==> src/core/pwr_mode_pkg.sv <==
// Package: constants, types and register map of the power-mode controller
package pwr_mode_pkg;

  localparam int CLK_MHZ = 100;
  localparam int TICK_US = 1000;
  localparam int TICK_CYCLES = TICK_US * CLK_MHZ;

  localparam logic [7:0] PWRCYC_MS_RST = 8'h32;
  localparam logic [7:0] RSTHOLD_MS_RST = 8'h02;
  localparam logic [7:0] DEBOUNCE_MS_RST = 8'h05;
  localparam logic [11:0] SHORT_MS_RST = 12'h064;
  localparam logic [11:0] LONG_MS_RST = 12'hbb8;
  localparam logic [11:0] GUARD_MS_RST = 12'h3e8;

  localparam logic [11:0] CTRL_OFS = 12'h000;
  localparam logic [11:0] TIMING_OFS = 12'h004;
  localparam logic [11:0] KEYTIME_OFS = 12'h008;
  localparam logic [11:0] INTR_CFG_OFS = 12'h00c;
  localparam logic [11:0] STATUS_OFS = 12'h010;
  localparam logic [11:0] EVENT_OFS = 12'h014;
  localparam logic [11:0] CMD_OFS = 12'h018;

  localparam int CTRL_BOOT_BIT = 0;
  localparam int CTRL_WAKE_LSB = 1;
  localparam int CMD_SUSPEND_BIT = 0;
  localparam int CMD_OFF_BIT = 1;
  localparam int CMD_CANCEL_BIT = 2;
  localparam int CMD_ACK0_BIT = 3;
  localparam int CMD_ACK1_BIT = 4;

  localparam int EV_SHORT = 0;
  localparam int EV_LONG = 1;
  localparam int EV_INTR0 = 2;
  localparam int EV_INTR1 = 3;
  localparam int EV_WAKE = 4;
  localparam int EV_W = 5;

  typedef enum logic [2:0] {
    ST_INIT_OFF = 3'b000,
    ST_INIT_RST = 3'b001,
    ST_RUN = 3'b010,
    ST_SUSPEND = 3'b011,
    ST_OFF = 3'b100,
    ST_COIN = 3'b101,
    ST_WAIT_KEY = 3'b110
  } pwr_state_t;

endpackage : pwr_mode_pkg

==> src/core/key_if.sv <==
// Interface: debounced power-key events from filter to controller
`timescale 1ns/100ps
interface key_if;
  logic tick;
  logic pressed;
  logic press_evt;
  logic short_evt;
  logic long_evt;
  logic [7:0] debounce_ms;
  logic [11:0] short_ms;
  logic [11:0] long_ms;
  modport filt (input tick, debounce_ms, short_ms, long_ms,
                output pressed, press_evt, short_evt, long_evt);
  modport ctrl (output tick, debounce_ms, short_ms, long_ms,
                input pressed, press_evt, short_evt, long_evt);
endinterface : key_if

==> src/core/key_filter.sv <==
// Power-key debounce and press-length classifier
`timescale 1ns/100ps
module key_filter
  import pwr_mode_pkg::*;
(
  input wire logic clk_i,
  input wire logic rstn_i,
  input wire logic key_n_i,
  key_if.filt kif
);
  logic stable;
  logic [7:0] db_cnt;
  logic [11:0] hold_ms;
  logic long_done;
  logic next_stable;
  logic [7:0] next_db_cnt;
  logic [11:0] next_hold_ms;
  logic next_long_done;
  logic raw;

  assign raw = ~key_n_i; // RULE12
  assign kif.pressed = stable;

  always_comb begin
    next_stable = stable;
    next_db_cnt = db_cnt;
    next_hold_ms = hold_ms;
    next_long_done = long_done;
    kif.press_evt = 1'b0;
    kif.short_evt = 1'b0;
    kif.long_evt = 1'b0;
    if (raw == stable) begin
      next_db_cnt = 8'h00;
    end else if (kif.tick) begin
      if (db_cnt >= kif.debounce_ms) begin // RULE12
        next_stable = raw;
        next_db_cnt = 8'h00;
        if (raw) begin
          kif.press_evt = 1'b1;
        end else if (!long_done && hold_ms >= kif.short_ms) begin
          kif.short_evt = 1'b1; // RULE13
        end
      end else begin
        next_db_cnt = db_cnt + 8'h01;
      end
    end
    if (!stable) begin
      next_hold_ms = 12'h000;
      next_long_done = 1'b0;
    end else if (kif.tick && hold_ms != 12'hfff) begin
      next_hold_ms = hold_ms + 12'h001;
    end
    if (stable && !long_done && hold_ms >= kif.long_ms) begin
      kif.long_evt = 1'b1; // RULE14
      next_long_done = 1'b1;
    end
  end

  always_ff @(posedge clk_i) begin
    if (!rstn_i) begin
      stable <= 1'b0;
      db_cnt <= 8'h00;
      hold_ms <= 12'h000;
      long_done <= 1'b0;
    end else begin
      stable <= next_stable;
      db_cnt <= next_db_cnt;
      hold_ms <= next_hold_ms;
      long_done <= next_long_done;
    end
  end
endmodule : key_filter

==> src/core/intrusion_chan.sv <==
// One intrusion channel: edge detect, sticky latch, latch status output
`timescale 1ns/100ps
module intrusion_chan
  import pwr_mode_pkg::*;
(
  input wire logic clk_i,
  input wire logic rstn_i,
  input wire logic enable_i,
  input wire logic active_high_i,
  input wire logic pin_i,
  input wire logic ack_i,
  output logic event_o,
  output logic latched_o
);
  logic prev_act;
  logic latched;
  logic next_prev_act;
  logic next_latched;
  logic act;

  assign act = enable_i & (pin_i == active_high_i);
  assign latched_o = latched;

  always_comb begin
    next_prev_act = act;
    event_o = act & ~prev_act; // RULE16
    next_latched = latched;
    if (ack_i) begin
      next_latched = 1'b0;
    end
    if (event_o) begin
      next_latched = 1'b1; // RULE17
    end
  end

  always_ff @(posedge clk_i) begin
    if (!rstn_i) begin
      prev_act <= 1'b0;
      latched <= 1'b0;
    end else begin
      prev_act <= next_prev_act;
      latched <= next_latched;
    end
  end
endmodule : intrusion_chan

==> src/core/pwr_mode_ctrl.sv <==
// Power-mode controller top: state machine, APB registers, outputs
// Function
// RULE1 - Four operating modes: run, off, suspend, coin-cell.
// RULE2 - Boot-on-supply enters run as soon as supply appears.
// RULE3 - Wait-for-key boot waits for a key press before run.
// RULE4 - Run is entered after power-on or system reset.
// RULE5 - In run, processor reset released and power-on output high.
// RULE6 - Power-off event: off state, PMIC off, power-on output low.
// RULE7 - Suspend and off keep wake sources live; suspend keeps outputs.
// RULE8 - Host puts DDR in self-refresh, PMIC goes standby in suspend.
// RULE9 - Coin-cell: stay asleep, record intrusions, drive intrusion outputs.
// RULE10 - Coin-cell: supply presence returning gives a power-on event.
// RULE11 - Supply presence is digital; loss switches to coin-cell.
// RULE12 - Power key active low, debounced with configurable length.
// RULE13 - Short key press raises a suspend interrupt to host.
// RULE14 - Long key press raises a power-off interrupt to host.
// RULE15 - Guard timer forces off after power-off request unless cancelled.
// RULE16 - Two intrusion channels, configurable level, transition detect.
// RULE17 - Intrusion output at configured level while unacknowledged.
// RULE18 - Host notified of intrusions; detection works in off, coin-cell.
// RULE19 - Init holds power-on low 0-255 ms, default 50; zero skips.
// RULE20 - Enabled wake source in suspend or off returns to run.
//
// Implementation choices: the APB register port and the register addresses.
`timescale 1ns/100ps
module pwr_mode_ctrl
  import pwr_mode_pkg::*;
#(
  parameter int TICK_LEN = TICK_CYCLES
)(
  input wire logic MCLK_I,
  input wire logic RSTN_I,
  input wire logic PSEL_I,
  input wire logic PENABLE_I,
  input wire logic PWRITE_I,
  input wire logic [11:0] PADDR_I,
  input wire logic [31:0] PWDATA_I,
  output logic [31:0] PRDATA_O,
  output logic PREADY_O,
  output logic PSLVERR_O,
  input wire logic POWER_KEY_N_I,
  input wire logic SUPPLY_PRESENCE_DETECT_I,
  input wire logic [1:0] WAKE_IRQ_I,
  input wire logic RTC_ALARM_I,
  input wire logic [1:0] INTRUSION_PIN_I,
  output logic PMIC_ENABLE_O,
  output logic CPU_RESET_N_O,
  output logic HOST_IRQ_O,
  output logic [1:0] INTRUSION_OUT_O,
  output logic [2:0] MODE_O
);
  if (TICK_LEN < 2) begin : g_bad_tick
    $error("TICK_LEN must be at least 2");
  end

  // ==========================================================
  // Millisecond tick
  logic [31:0] tick_cnt;
  logic [31:0] next_tick_cnt;
  logic tick;
  assign tick = (tick_cnt == 32'(TICK_LEN - 1));
  always_comb begin
    next_tick_cnt = tick ? 32'h0 : tick_cnt + 32'h1;
  end
  always_ff @(posedge MCLK_I) begin
    if (!RSTN_I) tick_cnt <= 32'h0;
    else tick_cnt <= next_tick_cnt;
  end

  // ==========================================================
  // Configuration and event registers
  logic boot_on_supply;
  logic [2:0] wake_en;
  logic [7:0] pwrcyc_ms, rsthold_ms, debounce_ms;
  logic [11:0] short_ms, long_ms, guard_ms;
  logic [1:0] intr_en, intr_lvl, intr_out_en, intr_out_lvl;
  logic [EV_W-1:0] events;
  logic [31:0] cmd_wr;
  logic wr_hit, rd_hit;
  logic [EV_W-1:0] ev_set;
  logic [EV_W-1:0] next_events;
  logic cancel_seen;

  assign wr_hit = PSEL_I & PENABLE_I & PWRITE_I;
  assign rd_hit = PSEL_I & PENABLE_I & ~PWRITE_I;
  assign cmd_wr = (wr_hit && PADDR_I == CMD_OFS) ? PWDATA_I : 32'h0;

  function automatic logic mapped(input logic [11:0] a);
    mapped = (a == CTRL_OFS) || (a == TIMING_OFS) || (a == KEYTIME_OFS)
      || (a == INTR_CFG_OFS) || (a == STATUS_OFS) || (a == EVENT_OFS)
      || (a == CMD_OFS);
  endfunction : mapped

  always_ff @(posedge MCLK_I) begin
    if (!RSTN_I) begin
      boot_on_supply <= 1'b1;
      wake_en <= 3'h7;
      pwrcyc_ms <= PWRCYC_MS_RST;
      rsthold_ms <= RSTHOLD_MS_RST;
      debounce_ms <= DEBOUNCE_MS_RST;
      short_ms <= SHORT_MS_RST;
      long_ms <= LONG_MS_RST;
      guard_ms <= GUARD_MS_RST;
      intr_en <= 2'b00;
      intr_lvl <= 2'b11;
      intr_out_en <= 2'b00;
      intr_out_lvl <= 2'b11;
    end else if (wr_hit) begin
      case (PADDR_I)
        CTRL_OFS: begin
          boot_on_supply <= PWDATA_I[CTRL_BOOT_BIT]; // RULE2
          wake_en <= PWDATA_I[CTRL_WAKE_LSB +: 3];
        end
        TIMING_OFS: begin
          pwrcyc_ms <= PWDATA_I[7:0]; // RULE19
          rsthold_ms <= PWDATA_I[15:8];
          debounce_ms <= PWDATA_I[23:16]; // RULE12
        end
        KEYTIME_OFS: begin
          short_ms <= PWDATA_I[11:0];
          long_ms <= PWDATA_I[23:12];
        end
        INTR_CFG_OFS: begin
          guard_ms <= PWDATA_I[27:16];
          intr_en <= PWDATA_I[1:0];
          intr_lvl <= PWDATA_I[3:2];
          intr_out_en <= PWDATA_I[5:4];
          intr_out_lvl <= PWDATA_I[7:6];
        end
        default: begin
        end
      endcase
    end
  end

  // ==========================================================
  // Sub-blocks
  key_if kif();
  logic [1:0] intr_evt, intr_latched;
  assign kif.tick = tick;
  assign kif.debounce_ms = debounce_ms;
  assign kif.short_ms = short_ms;
  assign kif.long_ms = long_ms;

  key_filter u_key (
    .clk_i(MCLK_I),
    .rstn_i(RSTN_I),
    .key_n_i(POWER_KEY_N_I),
    .kif(kif)
  );

  intrusion_chan u_intr0 ( // RULE9
    .clk_i(MCLK_I), .rstn_i(RSTN_I), .enable_i(intr_en[0]),
    .active_high_i(intr_lvl[0]), .pin_i(INTRUSION_PIN_I[0]),
    .ack_i(cmd_wr[CMD_ACK0_BIT]), .event_o(intr_evt[0]),
    .latched_o(intr_latched[0])
  );
  intrusion_chan u_intr1 (
    .clk_i(MCLK_I), .rstn_i(RSTN_I), .enable_i(intr_en[1]),
    .active_high_i(intr_lvl[1]), .pin_i(INTRUSION_PIN_I[1]),
    .ack_i(cmd_wr[CMD_ACK1_BIT]), .event_o(intr_evt[1]),
    .latched_o(intr_latched[1])
  );

  // ==========================================================
  // Mode state machine
  pwr_state_t state, next_state;
  logic [11:0] tmr, next_tmr;
  logic guard_run, next_guard_run;
  logic wake;
  // Wake sources only count while asleep, so run logs no wake event
  assign wake = (state == ST_SUSPEND || state == ST_OFF) // RULE7
    && ((wake_en[0] & kif.press_evt) | (wake_en[1] & |WAKE_IRQ_I)
    | (wake_en[2] & RTC_ALARM_I));
  assign cancel_seen = cmd_wr[CMD_CANCEL_BIT];

  always_comb begin
    next_state = state;
    next_tmr = tmr;
    next_guard_run = guard_run;
    case (state)
      ST_INIT_OFF: begin
        if (tmr >= {4'h0, pwrcyc_ms}) begin // RULE19
          next_state = ST_INIT_RST;
          next_tmr = 12'h000;
        end else if (tick) begin
          next_tmr = tmr + 12'h001;
        end
      end
      ST_INIT_RST: begin
        if (tmr >= {4'h0, rsthold_ms}) begin
          next_state = ST_RUN; // RULE4
        end else if (tick) begin
          next_tmr = tmr + 12'h001;
        end
      end
      ST_RUN: begin
        if (kif.long_evt) begin
          next_guard_run = 1'b1; // RULE15
          next_tmr = 12'h000;
        end else if (guard_run && tick) begin
          next_tmr = tmr + 12'h001;
        end
        if (cancel_seen) next_guard_run = 1'b0; // RULE15
        if (cmd_wr[CMD_OFF_BIT] ||
            (guard_run && !cancel_seen && tmr >= guard_ms)) begin
          next_state = ST_OFF; // RULE6
          next_guard_run = 1'b0;
        end else if (cmd_wr[CMD_SUSPEND_BIT]) begin
          next_state = ST_SUSPEND; // RULE8
          next_guard_run = 1'b0;
        end
      end
      ST_SUSPEND, ST_OFF: begin
        if (wake) begin // RULE20
          next_state = ST_INIT_RST;
          next_tmr = 12'h000;
        end
      end
      ST_WAIT_KEY: begin
        if (kif.press_evt) begin // RULE3
          next_state = ST_INIT_OFF;
          next_tmr = 12'h000;
        end
      end
      ST_COIN: begin
        if (SUPPLY_PRESENCE_DETECT_I) begin // RULE10
          next_state = boot_on_supply ? ST_INIT_OFF : ST_WAIT_KEY;
          next_tmr = 12'h000;
        end
      end
      default: next_state = ST_COIN;
    endcase
    if (!SUPPLY_PRESENCE_DETECT_I) begin
      next_state = ST_COIN; // RULE11
      next_guard_run = 1'b0;
    end
  end

  always_ff @(posedge MCLK_I) begin
    if (!RSTN_I) begin
      state <= ST_COIN; // RULE1
      tmr <= 12'h000;
      guard_run <= 1'b0;
    end else begin
      state <= next_state;
      tmr <= next_tmr;
      guard_run <= next_guard_run;
    end
  end

  // ==========================================================
  // Events, outputs and bus answer
  assign ev_set = {wake, intr_evt[1], intr_evt[0], kif.long_evt,
    kif.short_evt};
  always_comb begin
    next_events = events;
    if (wr_hit && PADDR_I == EVENT_OFS) begin
      next_events = events & ~PWDATA_I[EV_W-1:0];
    end
    next_events = next_events | ev_set; // RULE18
  end

  always_ff @(posedge MCLK_I) begin
    if (!RSTN_I) begin
      events <= '0;
      PMIC_ENABLE_O <= 1'b0;
      CPU_RESET_N_O <= 1'b0;
      HOST_IRQ_O <= 1'b0;
      INTRUSION_OUT_O <= 2'b00;
      MODE_O <= ST_COIN;
      PRDATA_O <= 32'h0;
      PREADY_O <= 1'b0;
      PSLVERR_O <= 1'b0;
    end else begin
      events <= next_events; // RULE13
      PMIC_ENABLE_O <= (next_state == ST_RUN) || (next_state == ST_INIT_RST)
        || (next_state == ST_SUSPEND); // RULE5
      CPU_RESET_N_O <= (next_state == ST_RUN) || (next_state == ST_SUSPEND);
      HOST_IRQ_O <= |next_events; // RULE14
      INTRUSION_OUT_O <= (intr_out_en & intr_out_lvl & intr_latched)
        | (intr_out_en & ~intr_out_lvl & ~intr_latched); // RULE17
      MODE_O <= next_state;
      PREADY_O <= PSEL_I & ~PENABLE_I;
      PSLVERR_O <= PSEL_I & ~PENABLE_I & ~mapped(PADDR_I);
      PRDATA_O <= 32'h0;
      if (PSEL_I && !PENABLE_I && !PWRITE_I) begin
        case (PADDR_I)
          CTRL_OFS: PRDATA_O <= {28'h0, wake_en, boot_on_supply};
          TIMING_OFS: PRDATA_O <= {8'h0, debounce_ms, rsthold_ms, pwrcyc_ms};
          KEYTIME_OFS: PRDATA_O <= {8'h0, long_ms, short_ms};
          INTR_CFG_OFS: PRDATA_O <= {4'h0, guard_ms, 8'h0, intr_out_lvl,
            intr_out_en, intr_lvl, intr_en};
          STATUS_OFS: PRDATA_O <= {24'h0, intr_latched, guard_run,
            kif.pressed, 1'b0, state};
          EVENT_OFS: PRDATA_O <= {27'h0, events};
          default: PRDATA_O <= 32'h0;
        endcase
      end
    end
  end
endmodule : pwr_mode_ctrl

==> config.mk <==
export PLATFORM = sky130hd
export DESIGN_NAME = pwr_mode_ctrl
export DESIGN_NICKNAME = d
export VERILOG_FILES = /design/src/core/pwr_mode_pkg.sv /design/src/core/key_if.sv /design/src/core/key_filter.sv /design/src/core/intrusion_chan.sv /design/src/core/pwr_mode_ctrl.sv
export SDC_FILE = /design/constraint.sdc
export NUM_CORES = 1
export LEC_CHECK = 0
export ABC_AREA = 1
export BUFFER_PORTS_ARGS = -buffer_cell sky130_fd_sc_hd__buf_2
export CORE_ASPECT_RATIO = 1.25
export CORE_MARGIN = 2
export CORE_UTILIZATION = 30
export DETAILED_ROUTE_END_ITERATION = 7
export PLACE_DENSITY_LB_ADDON = 0.3
export SLEW_MARGIN = 15
export SYNTH_ARGS = -nofsm -noshare
export SYNTH_HDL_FRONTEND = slang
export SYNTH_SLANG_ARGS = --single-unit
export TNS_END_PERCENT = 1
==> constraint.sdc <==
create_clock -name MCLK_I -period 2.8 [get_ports MCLK_I]
set_input_delay 0.84 -clock MCLK_I [delete_from_list [all_inputs] [get_ports MCLK_I]]
set_output_delay 0.84 -clock MCLK_I [all_outputs]
set_load 0.03 [all_outputs]
After elaboration in Yosys (flattened, before gate mapping)
Cells that the tools add are included.

$lt $le $gt $ge: 6. Bitwise operators: 30. Reductions and logical operators: 48. Equality and inequality tests: 26. $add $sub $neg: 4. Multiplexer cells: 42.

Operator list (count): $pmux W28 S6 (1); $mux W12 (8); $pmux W12 S6 (1); $eq A12 B5 Y1 const B (3); $ge A12 B12 Y1 (3); $add A32 B1 Y32 const B (1); $eq A32 B17 Y1 const B (1); $add A12 B1 Y12 const B (2); $eq A12 B4 Y1 const B (2); $ge A12 B8 Y1 (2); $mux W3 (8); $mux W1 (20); $pmux W3 S6 (1); $reduce_and A2 Y1 (8); $eq A12 B3 Y1 const B (1); $eq A3 B2 Y1 const B (4); $logic_and A1 B1 Y1 (12); $logic_not A12 Y1 (1); $ne A12 B12 Y1 const B (1); $and A1 B1 Y1 (11); $logic_or A1 B1 Y1 (11); $mux W5 (2); $ne A2 B2 Y1 const B (5); $eq A3 B3 Y1 const B (3); 23 further kinds (44).

Logic and storage cells: 188. Output and inout bits: 42. Register bits after elaboration: 190. Input bits: 56.

Longest topological paths before layout
Depth after elaboration: 14. Depth in mapped cells: 16. Depth with buffers taken out: 16.

By module
Synthesis repeated with hierarchy kept, for this count alone.

Cells, all modules: 1461. Area total of the unflattened synthesis: 10262.3 um^2.

By module, submodules not included: pwr_mode_ctrl (area an instance 8072.7 um^2, instances 1, cells an instance 1128, seq. area each 3203.1 um^2); key_filter (area an instance 1976.9 um^2, instances 1, cells an instance 303, seq. area each 440.4 um^2); intrusion_chan (area an instance 106.4 um^2, instances 2, cells an instance 15, seq. area each 40.0 um^2).

Worst setup path before layout
Ideal clock, no wire load.

Kind: input to register. Start point: input PADDR_I[9]. End point: register debounce_ms[6]. Library setup time: 0.135 ns. Path buffers: 1. Arrival: 2.037 ns. Stages: 9. Data required time: 2.665 ns. Slack: 0.628 ns. Cell sequence: nor2_1 > nand3_1 > nor2_1 > nand3_1 > nor2_2 > inv_2 > clkbuf_1 > nor2_1 > a211oi_1.

Cells in the longest elaborated chain, start to end: 2.

Ends and longest elaborated chain: from (decl) (RTL line pwr_mode_ctrl.sv:36) `input wire logic [11:0] PADDR_I,`; $eq A12 B3 Y1 (RTL line pwr_mode_ctrl.sv:109) `case (PADDR_I)`; $reduce_and A2 Y1 (no line); to (signal assigned) (RTL line pwr_mode_ctrl.sv:117) `debounce_ms <= PWDATA_I[23:16];`; to (decl) (RTL line pwr_mode_ctrl.sv:74) `logic [7:0] pwrcyc_ms, rsthold_ms, debounce_ms;`.

Every way passes these cells. A chain may end at the register's enable or synchronous reset.

Final worst setup path
Start point: register long_ms[11], in the netlist kif.long_ms[11]. End point: register tmr[5].

Cells in the longest elaborated chain, start to end: 5. Elaborated cells between the ends (all ways): 7. Classes of those cells: 1 x order compare; 1 x eq/ne; 3 x mux; 2 x reduce/logical.

Ends and longest elaborated chain: from (decl) (RTL line pwr_mode_ctrl.sv:75) `logic [11:0] short_ms, long_ms, guard_ms;`; from (signal assigned) (RTL line pwr_mode_ctrl.sv:121) `long_ms <= PWDATA_I[23:12];`; $ge A12 B12 Y1 (*) (RTL line key_filter.sv:53) `if (stable && !long_done && hold_ms >= kif.long_ms) begin`; $logic_and A1 B1 Y1 (*) (RTL line key_filter.sv:53); $mux W1 (*) (RTL line key_filter.sv:53); $ne A3 B3 Y1 (no line) / $mux W12 (equally long branches); $reduce_and A6 Y1 (no line) / $pmux W12 S6 (equally long branches); to (signal assigned) (RTL line pwr_mode_ctrl.sv:247) `tmr <= next_tmr;`; to (decl) (RTL line pwr_mode_ctrl.sv:168) `logic [11:0] tmr, next_tmr;`.

Every way passes the cells marked *; elsewhere a longest branch is shown, timed or not.

==> summary.md <==
| Metric | Value |
|---|---|
| Port Buffers | 89 |
| Number of cells on the worst reg-to-reg path | 13 |
| CP Cell Sequence | inv_1 > ha_1 > nand2_1 > nor2_1 > and2_1 > nand2_1 > nand4_1 > nand2_1 > nand3_1 > nand4_4 > nand2_1 > nand2_1 > nor2_1 |
| Clock transition at path regs | 80 ps |
| Most used cell, CP | nand2_1 |
| Clock Path Buffers | 2 |
| Site row count | 75 |
| Worst Setup End Kind | flop |
| Drt pass-1 iters | 5 |
| Status | complete, no violations |
| # hold bufs at CTS | 0 |
| Slew HR | 55.2% |
| Worst setup startpoint | kif.long_ms[11] |
| Post CTS Setup Buffer Count | 0 |
| Worst-Margin Slew | 666 ps |
| Global-route wire length before repair | 47700 um |
| Register Area | 0.00372 mm^2 |
| Met3 Wirelength | 1110 um |
| Die ar. | 0.0351 mm^2 |
| Final Hold Fails | 0 |
| TritonCTS clock tree | done |
| Starting Density | 30.3% |
| Worst Setup EP | tmr[5] |
| Synth Register Bits | 186 |
| Synth unique cells | 46 |
| Yosys warning count | 0 |
| Synth Area in Compound Gates | 15.1% |
| Final Net Count | 1663 |
| Slowest CP cell | dfxtp_1 |
| Clock Skew | 16.8 ps |
| Reg-to-Reg Start | kif.long_ms[11] |
| Clock Latency Late Sink | 460 ps |
| Seq/Total Area, Yosys | 36.9% |
| Height of the die | 209 um |
| Starting DRT DRC Count | 650 |
| Final setup viols | 0 |
| Minimum clock period | 2440 ps |
| R2r endpoint | tmr[5] |
| Die X | 168 um |
| Main synth FF type | dfxtp_1 |
| Io pins | 98 |
| H-tree lvl count | 4 |
| Crit path buffers/inverters | 1 |
| Wl on met1 | 12900 um |
| FFs w/ async S/R, synth | 0% |
| Met2 wire length | 15000 um |
| Clk sinks | 186 |
| Max-slew violations | 0 |
| Max-Cap Viols | 0 |
| Worst path max stage delay | 330 ps |
| Vias in the first global route | 9291 |
| Post-synthesis cell area | 0.0101 mm^2 |
| Reg2reg setup slack | 360 ps |
| GR Overflow Total | 0 |
| CP Depth | 13 |
| CP top delay family | simple AND/OR/NAND/NOR gates |
| Largest family of logic cells by synthesized area | simple AND/OR/NAND/NOR gates |
| WL/cell | 15.0 um |
| Syn Inst Count | 1436 |
| Critical path arrival | 2820 ps |
| Yosys top cell area share | 36.9% |
| Area grow syn2layout | 16.7% |
| # DRC | 0 |
| DR top layer | met5 |
| Period utilization | 87.1% |
| CTS buffer count | 17 |
| Dpl hpwl | 22800 um |
| F_max | 410 MHz |
| Synth Area per Inst | 7.02 um^2 |
| Via Count | 9710 |
| RePlAce Congestion | 0.869 |
| CP startpoint kind | flop |
| Fin Setup TNS | 0 ps |
| Filler cells | 3526 |
| Kind of critical path | flop to flop |
| Worst IR Drop VDD | 0.000256 V |
| Post-synth top area cell | dfxtp_1 |
| Mux contribution to synthesized area | 0% |
| Largest net degree at the start of global routing | 45 |
| Multi-input gate area | 0.00536 mm^2 |
| Hold crit path type | flop to flop |
| Simple-gate share of the synthesized area | 28.3% |
| Initial antenna violation count | 2 |
| Post-DRT Antenna Nets | 0 |
| Leak | 0.00516 uW |
| GRT Util Overall | 17.1% |
| Crit-path max FO | 24 |
| Synth area leaders | dfxtp_1 37%, nand2_1 11%, ha_1 7.9%, inv_1 7.7%, nor2_1 6.3% |
| XOR/XNOR Fraction of Synth Area | 1.65% |
| Cts repair resizes | 0 |
| Total routed wirelength | 29600 um |
| RSZ-0062 raised after global routing | no |
| EDFF count, synth | 0 |
| Core area | 0.0333 mm^2 |
| Share of cells above drive strength 1 | 12.7% |
| Post-synthesis adder-cell area fraction | 7.94% |
| CTS Root Cell | clkbuf_16 |
| Final core utilization | 35.3% |
| Vias/cell | 4.90 |
| Worst endpoint required time | 3180 ps |
| Power per cell area | 493 mW/mm^2 |
==> layout by cell type (no fill, tap or decap), types with 4 or more instances in the layout <==
master,count
nor3b_1,8
nor2_2,5
inv_1,208
nand4_1,28
ha_1,64
a21oi_1,110
nand2_1,283
nor3_1,36
nor4_1,8
inv_2,9
buf_2,89
xnor2_1,5
o211ai_1,36
a211oi_1,20
dfxtp_1,186
buf_4,38
o21ai_0,53
conb_1,4
a221oi_1,4
o22ai_1,21
clkbuf_16,17
xor2_1,14
nor2_1,169
nand3_1,83
or2_2,6
nor3_2,8
==> how the worst min path moves through the flow <==
stage,from,to,slack (ps),depth (start not counted)
global placement,kif.long_ms[11],kif.long_ms[11],440,2
finish,kif.short_ms[10],PRDATA_O[10],470,2
CTS,kif.short_ms[10],PRDATA_O[10],470,2
floorplan,kif.long_ms[11],kif.long_ms[11],430,2
global route,kif.short_ms[8],PRDATA_O[8],480,2
detailed placement,kif.short_ms[6],kif.short_ms[6],450,2
==> kinds of logic after synthesis <==
family                   Yosys count
flip-flops                       186
buffers and inverters            260
AO/OA/AOI/OAI                    260
other                              1
adder cells (fa/ha/maj)           64
AND/OR/NAND/NOR                  646
XOR/XNOR                          19
==> layout make-up <==
| class | instances | area share, % |
|---|---|---|
| multi-input cells | 993 | 45.6 |
| flip-flops and latches | 186 | 31.6 |
| inverters | 218 | 6.95 |
| repair buffers | 127 | 6.21 |
| well taps | 423 | 4.50 |
| clock buffers | 18 | 3.73 |
| clock inverters | 14 | 1.39 |
| diodes | 1 | 0.0213 |
==> report_power, final <==
part / internal [uW] / switching, uW / total, uW / leakage [uW]
combinational: 192 / 385 / 577 / 0.00338
sequential: 2680 / 48.3 / 2730 / 0.00150
clock: 1290 / 1210 / 2500 / 0.000285
==> per-stage QoR <==
stage	cells	setup slack [ps]	power [uW]	cell area, um^2	hold WS (ps)
floorplan	1439	628	3160	10100	429
global placement	1947	248	3350	11200	442
detailed placement	1947	183	3360	11200	451
CTS	1979	336	5850	11800	466
global route	1980	158	6030	11800	482
finish	1980	362	5800	11800	465
==> cell usage after synthesis (2+ instances only) <==
cell type,instances
dfxtp_1,186
o22ai_1,21
xor2_1,14
nor3_1,36
nand2_1,283
xnor2_1,5
nor2_4,2
nor4_1,8
buf_2,7
o21ai_0,53
o21bai_1,3
nand4_1,28
buf_1,5
o21ai_1,3
o21a_1,3
inv_1,208
or2_2,6
a221oi_1,4
a211oi_1,20
o31ai_1,2
a21oi_1,110
ha_1,64
nand3_1,83
nor2_2,5
nor2_1,169
nor3b_1,8
nor3_2,8
or2_0,2
buf_4,4
clkbuf_1,25
o211ai_1,36
nand2_2,3
inv_2,9
==> flip-flops by register name, summed over array words and instances, names as in the netlist, 2 cells and up <==
name,flops
intr_out_en,2
events,5
INTRUSION_OUT_O,2
u_key.hold_ms,12
tick_cnt,32
tmr,12
intr_lvl,2
u_key.db_cnt,8
kif.long_ms,12
pwrcyc_ms,8
debounce_ms,8
intr_en,2
PRDATA_O,28
wake_en,3
guard_ms,12
MODE_O,3
intr_out_lvl,2
rsthold_ms,8
kif.short_ms,12
==> routing by layer <==
| layer | track usage [%] | vias to the layer above |
|---|---|---|
| met5 | 0 | - |
| met4 | 5.79 | 2 |
| met3 | 2.50 | 44 |
| met2 | 31.0 | 226 |
| met1 | 20.7 | 4493 |
| li1 | - | 4945 |
==> tightest hold or removal path: cells and delay by family (launching register included) <==
family	cells	cell delay, ps
flops	1	310
simple gates	1	60
compound gates	1	50
Power figures use the tool's default switching activity.
